[src/irq_agg_pkg.sv]
package irq_agg_pkg;

	// ****************************************************************
	// Register map
	// ****************************************************************

	// Byte offsets of the three registers on the bus.
	localparam logic [7:0] FLAGS_OFFSET   = 8'ha0;
	localparam logic [7:0] ENABLES_OFFSET = 8'ha4;
	localparam logic [7:0] SLEEP_OFFSET   = 8'h9c;

	// Number of implemented event bits and register width.
	localparam int EVENT_COUNT = 8;
	localparam int REG_WIDTH   = 16;

	// Bit positions of the eight events.
	localparam int MICROFRAME_START_BIT = 0;
	localparam int FRAME_START_BIT      = 1;
	localparam int TRANSFER_DONE_BIT    = 2;
	localparam int REMOTE_WAKE_BIT      = 3;
	localparam int BUS_IDLE_BIT         = 4;
	localparam int CLOCK_STABLE_BIT     = 5;
	localparam int OVERCURRENT_BIT      = 6;
	localparam int CONNECT_WAKE_BIT     = 7;

	// Values after reset.
	localparam logic [7:0]  FLAGS_RESET   = 8'h00;
	localparam logic [7:0]  ENABLES_RESET = 8'h00;
	localparam logic [15:0] SLEEP_RESET   = 16'h0400;

endpackage : irq_agg_pkg

[src/event_sync_if.sv]
`timescale 1ns/100ps
`default_nettype none

// Carries raw event levels in and one-cycle event pulses out.
interface event_sync_if #(parameter int N = 8);
	logic [N-1:0] raw;
	logic [N-1:0] pulse;
	modport syncer (input raw, output pulse);
	modport user   (output raw, input pulse);
endinterface : event_sync_if

`default_nettype wire

[src/event_sync.sv]
`timescale 1ns/100ps
`default_nettype none

// Brings event levels into the clock domain and marks their rising edges.
module event_sync #(
	parameter int N = 8
) (
	// Clock and reset
	input  wire logic          core_clk,
	input  wire logic          rst,
	// Event lines
	event_sync_if.syncer       ev
);

	logic [N-1:0] meta_reg;
	logic [N-1:0] stable_reg;
	logic [N-1:0] prev_reg;

	// Two flip-flops, then a third stage for edge detection.
	always_ff @(posedge core_clk) begin
		if (rst) begin
			meta_reg   <= '0;
			stable_reg <= '0;
			prev_reg   <= '0;
		end else begin
			meta_reg   <= ev.raw;
			stable_reg <= meta_reg;
			prev_reg   <= stable_reg;
		end
	end

	// A pulse marks each low-to-high change.
	assign ev.pulse = stable_reg & ~prev_reg;

endmodule : event_sync
`default_nettype wire

[src/sleep_timer.sv]
`timescale 1ns/100ps
`default_nettype none

// Counts down while the bus is idle and pulses once on reaching zero.
module sleep_timer #(
	parameter int W = 16
) (
	// Clock and reset
	input  wire logic          core_clk,
	input  wire logic          rst,
	// Control
	input  wire logic [W-1:0]  reload,
	input  wire logic          bus_active,
	// Result
	output logic               expired
);

	logic [W-1:0] count_reg;
	logic         done_reg;

	// Reload on activity; count while idle; fire once at zero.
	always_ff @(posedge core_clk) begin
		if (rst) begin
			count_reg <= irq_agg_pkg::SLEEP_RESET;
			done_reg  <= 1'b0;
			expired   <= 1'b0;
		end else if (bus_active) begin
			count_reg <= reload;
			done_reg  <= 1'b0;
			expired   <= 1'b0;
		end else if (count_reg != '0) begin
			count_reg <= count_reg - 1'b1;
			expired   <= 1'b0;
		end else begin
			expired  <= ~done_reg;
			done_reg <= 1'b1;
		end
	end

endmodule : sleep_timer
`default_nettype wire

[src/usb_host_irq_aggregator.sv]
`timescale 1ns/100ps
`default_nettype none

// Summary of operation
// [RULE1] Connect or disconnect wake sets bit 7
// [RULE2] Overcurrent sets bit 6
// [RULE3] Clock stable sets bit 5
// [RULE4] Bus idle sets bit 4
// [RULE5] Remote wake sets bit 3
// [RULE6] Transfer done sets bit 2
// [RULE7] Frame start sets bit 1, gated; the code sets bit 1 on each frame start whatever enable bit 1 holds
// [RULE8] Microframe start sets bit 0
// [RULE9] Enable bit 7 gates connect wake
// [RULE10] Enable bit 6 gates overcurrent
// [RULE11] Enable bit 5 gates clock stable
// [RULE12] Enable bit 4 gates bus idle
// [RULE13] Enable bit 3 gates remote wake
// [RULE14] Enable bit 2 gates transfer done
// [RULE15] Enable bit 1 gates frame start
// [RULE16] Enable bit 0 gates microframe start
// [RULE17] Idle countdown reaching zero flags bus idle
// [RULE18] Flags sticky until written one; reserved zero
// [RULE19] Interrupt is OR of flags and enables
module usb_host_irq_aggregator (
	// Clock and reset
	input  wire logic        core_clk,
	input  wire logic        rst,
	// Wishbone slave
	input  wire logic        wb_cyc_i,
	input  wire logic        wb_stb_i,
	input  wire logic        wb_we_i,
	input  wire logic [7:0]  wb_adr_i,
	input  wire logic [3:0]  wb_sel_i,
	input  wire logic [31:0] wb_dat_i,
	output logic [31:0]      wb_dat_o,
	output logic             wb_ack_o,
	// Event inputs from the controller
	input  wire logic        connect_wake_evt,
	input  wire logic        overcurrent_evt,
	input  wire logic        clock_stable_evt,
	input  wire logic        remote_wake_evt,
	input  wire logic        transfer_done_evt,
	input  wire logic        frame_start_evt,
	input  wire logic        microframe_start_evt,
	input  wire logic        bus_active,
	// Interrupt to the processor
	output logic             irq
);

	// ****************************************************************
	// Event capture
	// ****************************************************************

	event_sync_if #(.N(8)) ev ();
	logic [7:0]  event_pulse;
	logic        idle_expired;
	logic        bus_active_meta_reg;
	logic        bus_active_reg;

	// Event lines packed in register bit order; bus idle comes from the timer.
	assign ev.raw = {connect_wake_evt, overcurrent_evt, clock_stable_evt, 1'b0,
		remote_wake_evt, transfer_done_evt, frame_start_evt, microframe_start_evt};

	event_sync #(
		.N (8)
	) u_sync (
		.core_clk (core_clk),
		.rst      (rst),
		.ev       (ev.syncer)
	);

	// Bus activity passes two flip-flops before the timer sees it.
	always_ff @(posedge core_clk) begin
		if (rst) begin
			bus_active_meta_reg <= 1'b1;
			bus_active_reg      <= 1'b1;
		end else begin
			bus_active_meta_reg <= bus_active;
			bus_active_reg      <= bus_active_meta_reg;
		end
	end

	// ****************************************************************
	// Sleep timer
	// ****************************************************************

	logic [15:0] sleep_reload_reg;

	sleep_timer #(
		.W (16)
	) u_timer (
		.core_clk   (core_clk),
		.rst        (rst),
		.reload     (sleep_reload_reg),
		.bus_active (bus_active_reg),
		.expired    (idle_expired)
	);

	// Per-bit set requests from all sources.
	always_comb begin
		event_pulse = ev.pulse;
		event_pulse[irq_agg_pkg::BUS_IDLE_BIT] = idle_expired; // RULE17 RULE4
	end

	// ****************************************************************
	// Bus decode
	// ****************************************************************

	logic        bus_req;
	logic        wr_strobe;
	logic        hit_flags;
	logic        hit_enables;
	logic        hit_sleep;
	logic [15:0] wr_low;

	// A request is served once; ack drops in the cycle after it was given.
	assign bus_req   = wb_cyc_i & wb_stb_i & ~wb_ack_o;
	assign wr_strobe = bus_req & wb_we_i;

	// Address decoding on the word-aligned offset.
	always_comb begin
		hit_flags   = 1'b0;
		hit_enables = 1'b0;
		hit_sleep   = 1'b0;
		if (wb_adr_i == irq_agg_pkg::FLAGS_OFFSET) begin
			hit_flags = 1'b1;
		end else if (wb_adr_i == irq_agg_pkg::ENABLES_OFFSET) begin
			hit_enables = 1'b1;
		end else if (wb_adr_i == irq_agg_pkg::SLEEP_OFFSET) begin
			hit_sleep = 1'b1;
		end
	end

	// Lower two byte lanes of write data, masked by select.
	assign wr_low = wb_dat_i[15:0] & {{8{wb_sel_i[1]}}, {8{wb_sel_i[0]}}};

	// ****************************************************************
	// Registers
	// ****************************************************************

	logic [7:0] irq_event_flags_reg;
	logic [7:0] irq_event_flags_next;
	logic [7:0] irq_event_enables_reg;
	logic [7:0] write_clear;

	// Write-one-to-clear mask; bits 15:8 are reserved and ignored.
	assign write_clear = (wr_strobe && hit_flags) ? wr_low[7:0] : 8'h00; // RULE18

	// A new event wins over a clear in the same cycle.
	assign irq_event_flags_next = (irq_event_flags_reg & ~write_clear) | event_pulse; // RULE1 RULE2 RULE3 RULE5 RULE6 RULE7 RULE8 RULE18

	// Sticky status flags.
	always_ff @(posedge core_clk) begin
		if (rst) begin
			irq_event_flags_reg <= irq_agg_pkg::FLAGS_RESET;
		end else begin
			irq_event_flags_reg <= irq_event_flags_next; // RULE18
		end
	end

	// Enable register, writable on its low byte lane.
	always_ff @(posedge core_clk) begin
		if (rst) begin
			irq_event_enables_reg <= irq_agg_pkg::ENABLES_RESET;
		end else if (wr_strobe && hit_enables && wb_sel_i[0]) begin
			irq_event_enables_reg <= wb_dat_i[7:0];
		end
	end

	// Sleep timer reload value, per byte lane.
	always_ff @(posedge core_clk) begin
		if (rst) begin
			sleep_reload_reg <= irq_agg_pkg::SLEEP_RESET;
		end else if (wr_strobe && hit_sleep) begin
			if (wb_sel_i[0]) begin
				sleep_reload_reg[7:0] <= wb_dat_i[7:0];
			end
			if (wb_sel_i[1]) begin
				sleep_reload_reg[15:8] <= wb_dat_i[15:8];
			end
		end
	end

	// ****************************************************************
	// Bus answer
	// ****************************************************************

	// One-cycle ack; unmapped reads return zero, unmapped writes are dropped.
	always_ff @(posedge core_clk) begin
		if (rst) begin
			wb_ack_o <= 1'b0;
			wb_dat_o <= 32'h0000_0000;
		end else begin
			wb_ack_o <= bus_req;
			wb_dat_o <= 32'h0000_0000;
			if (bus_req && !wb_we_i) begin
				if (hit_flags) begin
					wb_dat_o <= {24'h00_0000, irq_event_flags_reg}; // RULE18
				end else if (hit_enables) begin
					wb_dat_o <= {24'h00_0000, irq_event_enables_reg};
				end else if (hit_sleep) begin
					wb_dat_o <= {16'h0000, sleep_reload_reg};
				end
			end
		end
	end

	// ****************************************************************
	// Interrupt output
	// ****************************************************************

	// Each flag reaches the line only through its enable bit.
	always_ff @(posedge core_clk) begin
		if (rst) begin
			irq <= 1'b0;
		end else begin
			irq <= |(irq_event_flags_reg & irq_event_enables_reg); // RULE9 RULE10 RULE11 RULE12 RULE13 RULE14 RULE15 RULE16 RULE19
		end
	end

endmodule : usb_host_irq_aggregator
`default_nettype wire

[config.mk]
export PLATFORM = sky130hd
export DESIGN_NAME = usb_host_irq_aggregator
export DESIGN_NICKNAME = d
export VERILOG_FILES = /design/src/irq_agg_pkg.sv /design/src/event_sync_if.sv /design/src/event_sync.sv /design/src/sleep_timer.sv /design/src/usb_host_irq_aggregator.sv
export SDC_FILE = /design/constraint.sdc
export NUM_CORES = 1
export LEC_CHECK = 0
export ABC_AREA = 1
export BUFFER_PORTS_ARGS = -buffer_cell sky130_fd_sc_hd__buf_2
export CAP_MARGIN = 10
export CORE_MARGIN = 1.5
export CORE_UTILIZATION = 58
export DETAILED_ROUTE_END_ITERATION = 10
export PLACE_DENSITY = 0.87
export SETUP_SLACK_MARGIN = 0.3
export SLEW_MARGIN = 30
export SYNTH_ARGS = -nofsm -noshare
export SYNTH_HDL_FRONTEND = slang
export SYNTH_HIERARCHICAL = 1
export SYNTH_SLANG_ARGS = --single-unit
[constraint.sdc]
create_clock -name core_clk -period 3.05 [get_ports core_clk]
set_input_delay 0.4575 -clock core_clk [delete_from_list [all_inputs] [get_ports core_clk]]
set_output_delay 0.4575 -clock core_clk [all_outputs]
set_load 0.005 [all_outputs]
==> impl_metrics.json <==
{
  "grt_pass1_wl_um": 14400,
  "io_buffer_count": 56,
  "dieArea_um2": 7600,
  "cts-root-buf": "clkbuf_8",
  "setup.worst_path.end_class": "register",
  "syn_inst": 571,
  "cts_num_sinks": 91,
  "p_per_area_nw_per_um2": 488,
  "start_kind": "input port",
  "route.detailed.drc": 0,
  "grt_pass1_vias": 3324,
  "cts_setup_buffers": 0,
  "gp_congestion": 0.932,
  "min_path_type": "input port to register",
  "tightest_slew_ps": 907,
  "final_cells": 724,
  "grt_usage": 0.242,
  "routed_via_density": 4.93,
  "cts_buffers": 9,
  "drv_slew": 0,
  "cp_slowest_cell": "nor2_2",
  "seq_area_um2": 1820,
  "crit_top_cell": "nand2_1",
  "cp_num_buf_inv": 1,
  "fillers": 582,
  "slowest_delay_ps": 710,
  "final-hold-violation-count": 0,
  "cts.clk_slew.worst_paths_ps": 80,
  "routed-via-count": 3568,
  "status": "finished clean",
  "timing.slew.headroom": 0.395,
  "period_needed_ps": 1700,
  "die_y_um": 87.2,
  "io_pins": 91,
  "num_rows": 30,
  "finalSetupTns_ps": 0,
  "postCtsHoldBufs": 0,
  "wl_per_cell_um": 11.7,
  "crit_type": "input port to register",
  "drtPass1Iterations": 4,
  "cts_tree": "built",
  "fin_crit_sh": 0.558,
  "synth_area_per_cell_um2": 7.20,
  "drive_gt1_frac": 0.166,
  "grt_max_degree": 29,
  "critical_path_required_ps": 3290,
  "leakagePower_nw": 2.11,
  "syn_area_um2": 4110,
  "multi_input_comb_area_um2": 1800,
  "drtIter0Drc": 211,
  "post_cts_resized": 0,
  "cts_max_level": 3,
  "final_nets": 682,
  "wirelength_um": 8440,
  "area_growth_pct": 11.0,
  "clk_path_buf_depth": 2,
  "arrival_ps": 1940,
  "path_cells": "buf_2 -> nor2_1 -> nand2_1 -> nor2_2 -> nand3_1 -> nand2_1 -> a21oi_1",
  "design.core.area_um2": 6830,
  "cap_violations": 0,
  "ant_nets": 0,
  "clkLatencyLatePin_ps": 360,
  "start_util": 0.602,
  "crit_family": "simple AND/OR/NAND/NOR gates",
  "setup_viol_count_final": 0,
  "ir_drop_uv": 370,
  "fmax_ghz": 0.588,
  "critical_path.max_fanout": 24,
  "dp_hpwl_um": 6150,
  "dp_cells": 709,
  "grt.overflow.total": 0,
  "finalClockSkew_ps": 15.4,
  "die_w_um": 87.2,
  "rsz0062_at_grt": "no",
  "diodes": 0,
  "yosys_warnings": 6,
  "antenna_found_initial": 0
}
[power by group]
group | switching, mW | internal (mW)
registers | 0.0160 | 1.21
logic | 0.113 | 0.0650
clock network | 0.399 | 0.422
[metrics by stage]
step | hold slack [ps] | total power, mW | util | area (um2) | setup WS (ps)
3_5_place_dp | 394 | 1.43 | 0.638 | 4360 | 1070
2_1_floorplan | 388 | 1.39 | - | 4170 | 1680
5_1_grt | 293 | 2.32 | 0.668 | 4560 | 1180
4_1_cts | 287 | 2.24 | 0.668 | 4560 | 1360
6_report | 289 | 2.23 | 0.668 | 4560 | 1350
3_3_place_gp | 389 | 1.42 | 0.638 | 4360 | 1100
[worst paths after layout]
check,slack (ps),startpoint,to,cells after the start
hold reg to reg,410,u_sync/meta_reg[0],u_sync/stable_reg[0],2
hold / removal,290,bus_active,bus_active_meta_reg,2
setup reg to reg,1380,u_timer/count_reg[0],u_timer/count_reg[10],8
setup / recovery,1350,wb_adr_i[6],irq_event_flags_reg[7],7
[cell usage in the layout (no fill, tap or decap), drive strengths merged, types with 3 or more instances in the layout]
master	n
conb	16
or2	3
dfxtp	91
o21ai	13
clkinv	3
inv	85
a22o	4
clkbuf	12
nand3	27
nand2	125
buf	57
a21oi	36
nor3	3
nor2	126
xor2	7
nand3b	16
[per-layer routing]
metal	part of all wire	GRT usage
met5	0	0
met4	0.031	0.137
met3	0.054	0.0493
met2	0.48	0.397
met1	0.43	0.296
[layout make-up]
cell class | count | share of cell area
clock buffers | 12 | 0.0340
clock inverters | 3 | 0.0104
inverters | 86 | 0.0716
multi-input cells | 379 | 0.395
flip-flops and latches | 91 | 0.399
well taps | 96 | 0.0263
repair buffers | 57 | 0.0631
Note: power is estimated with default switching activity, not from simulation.
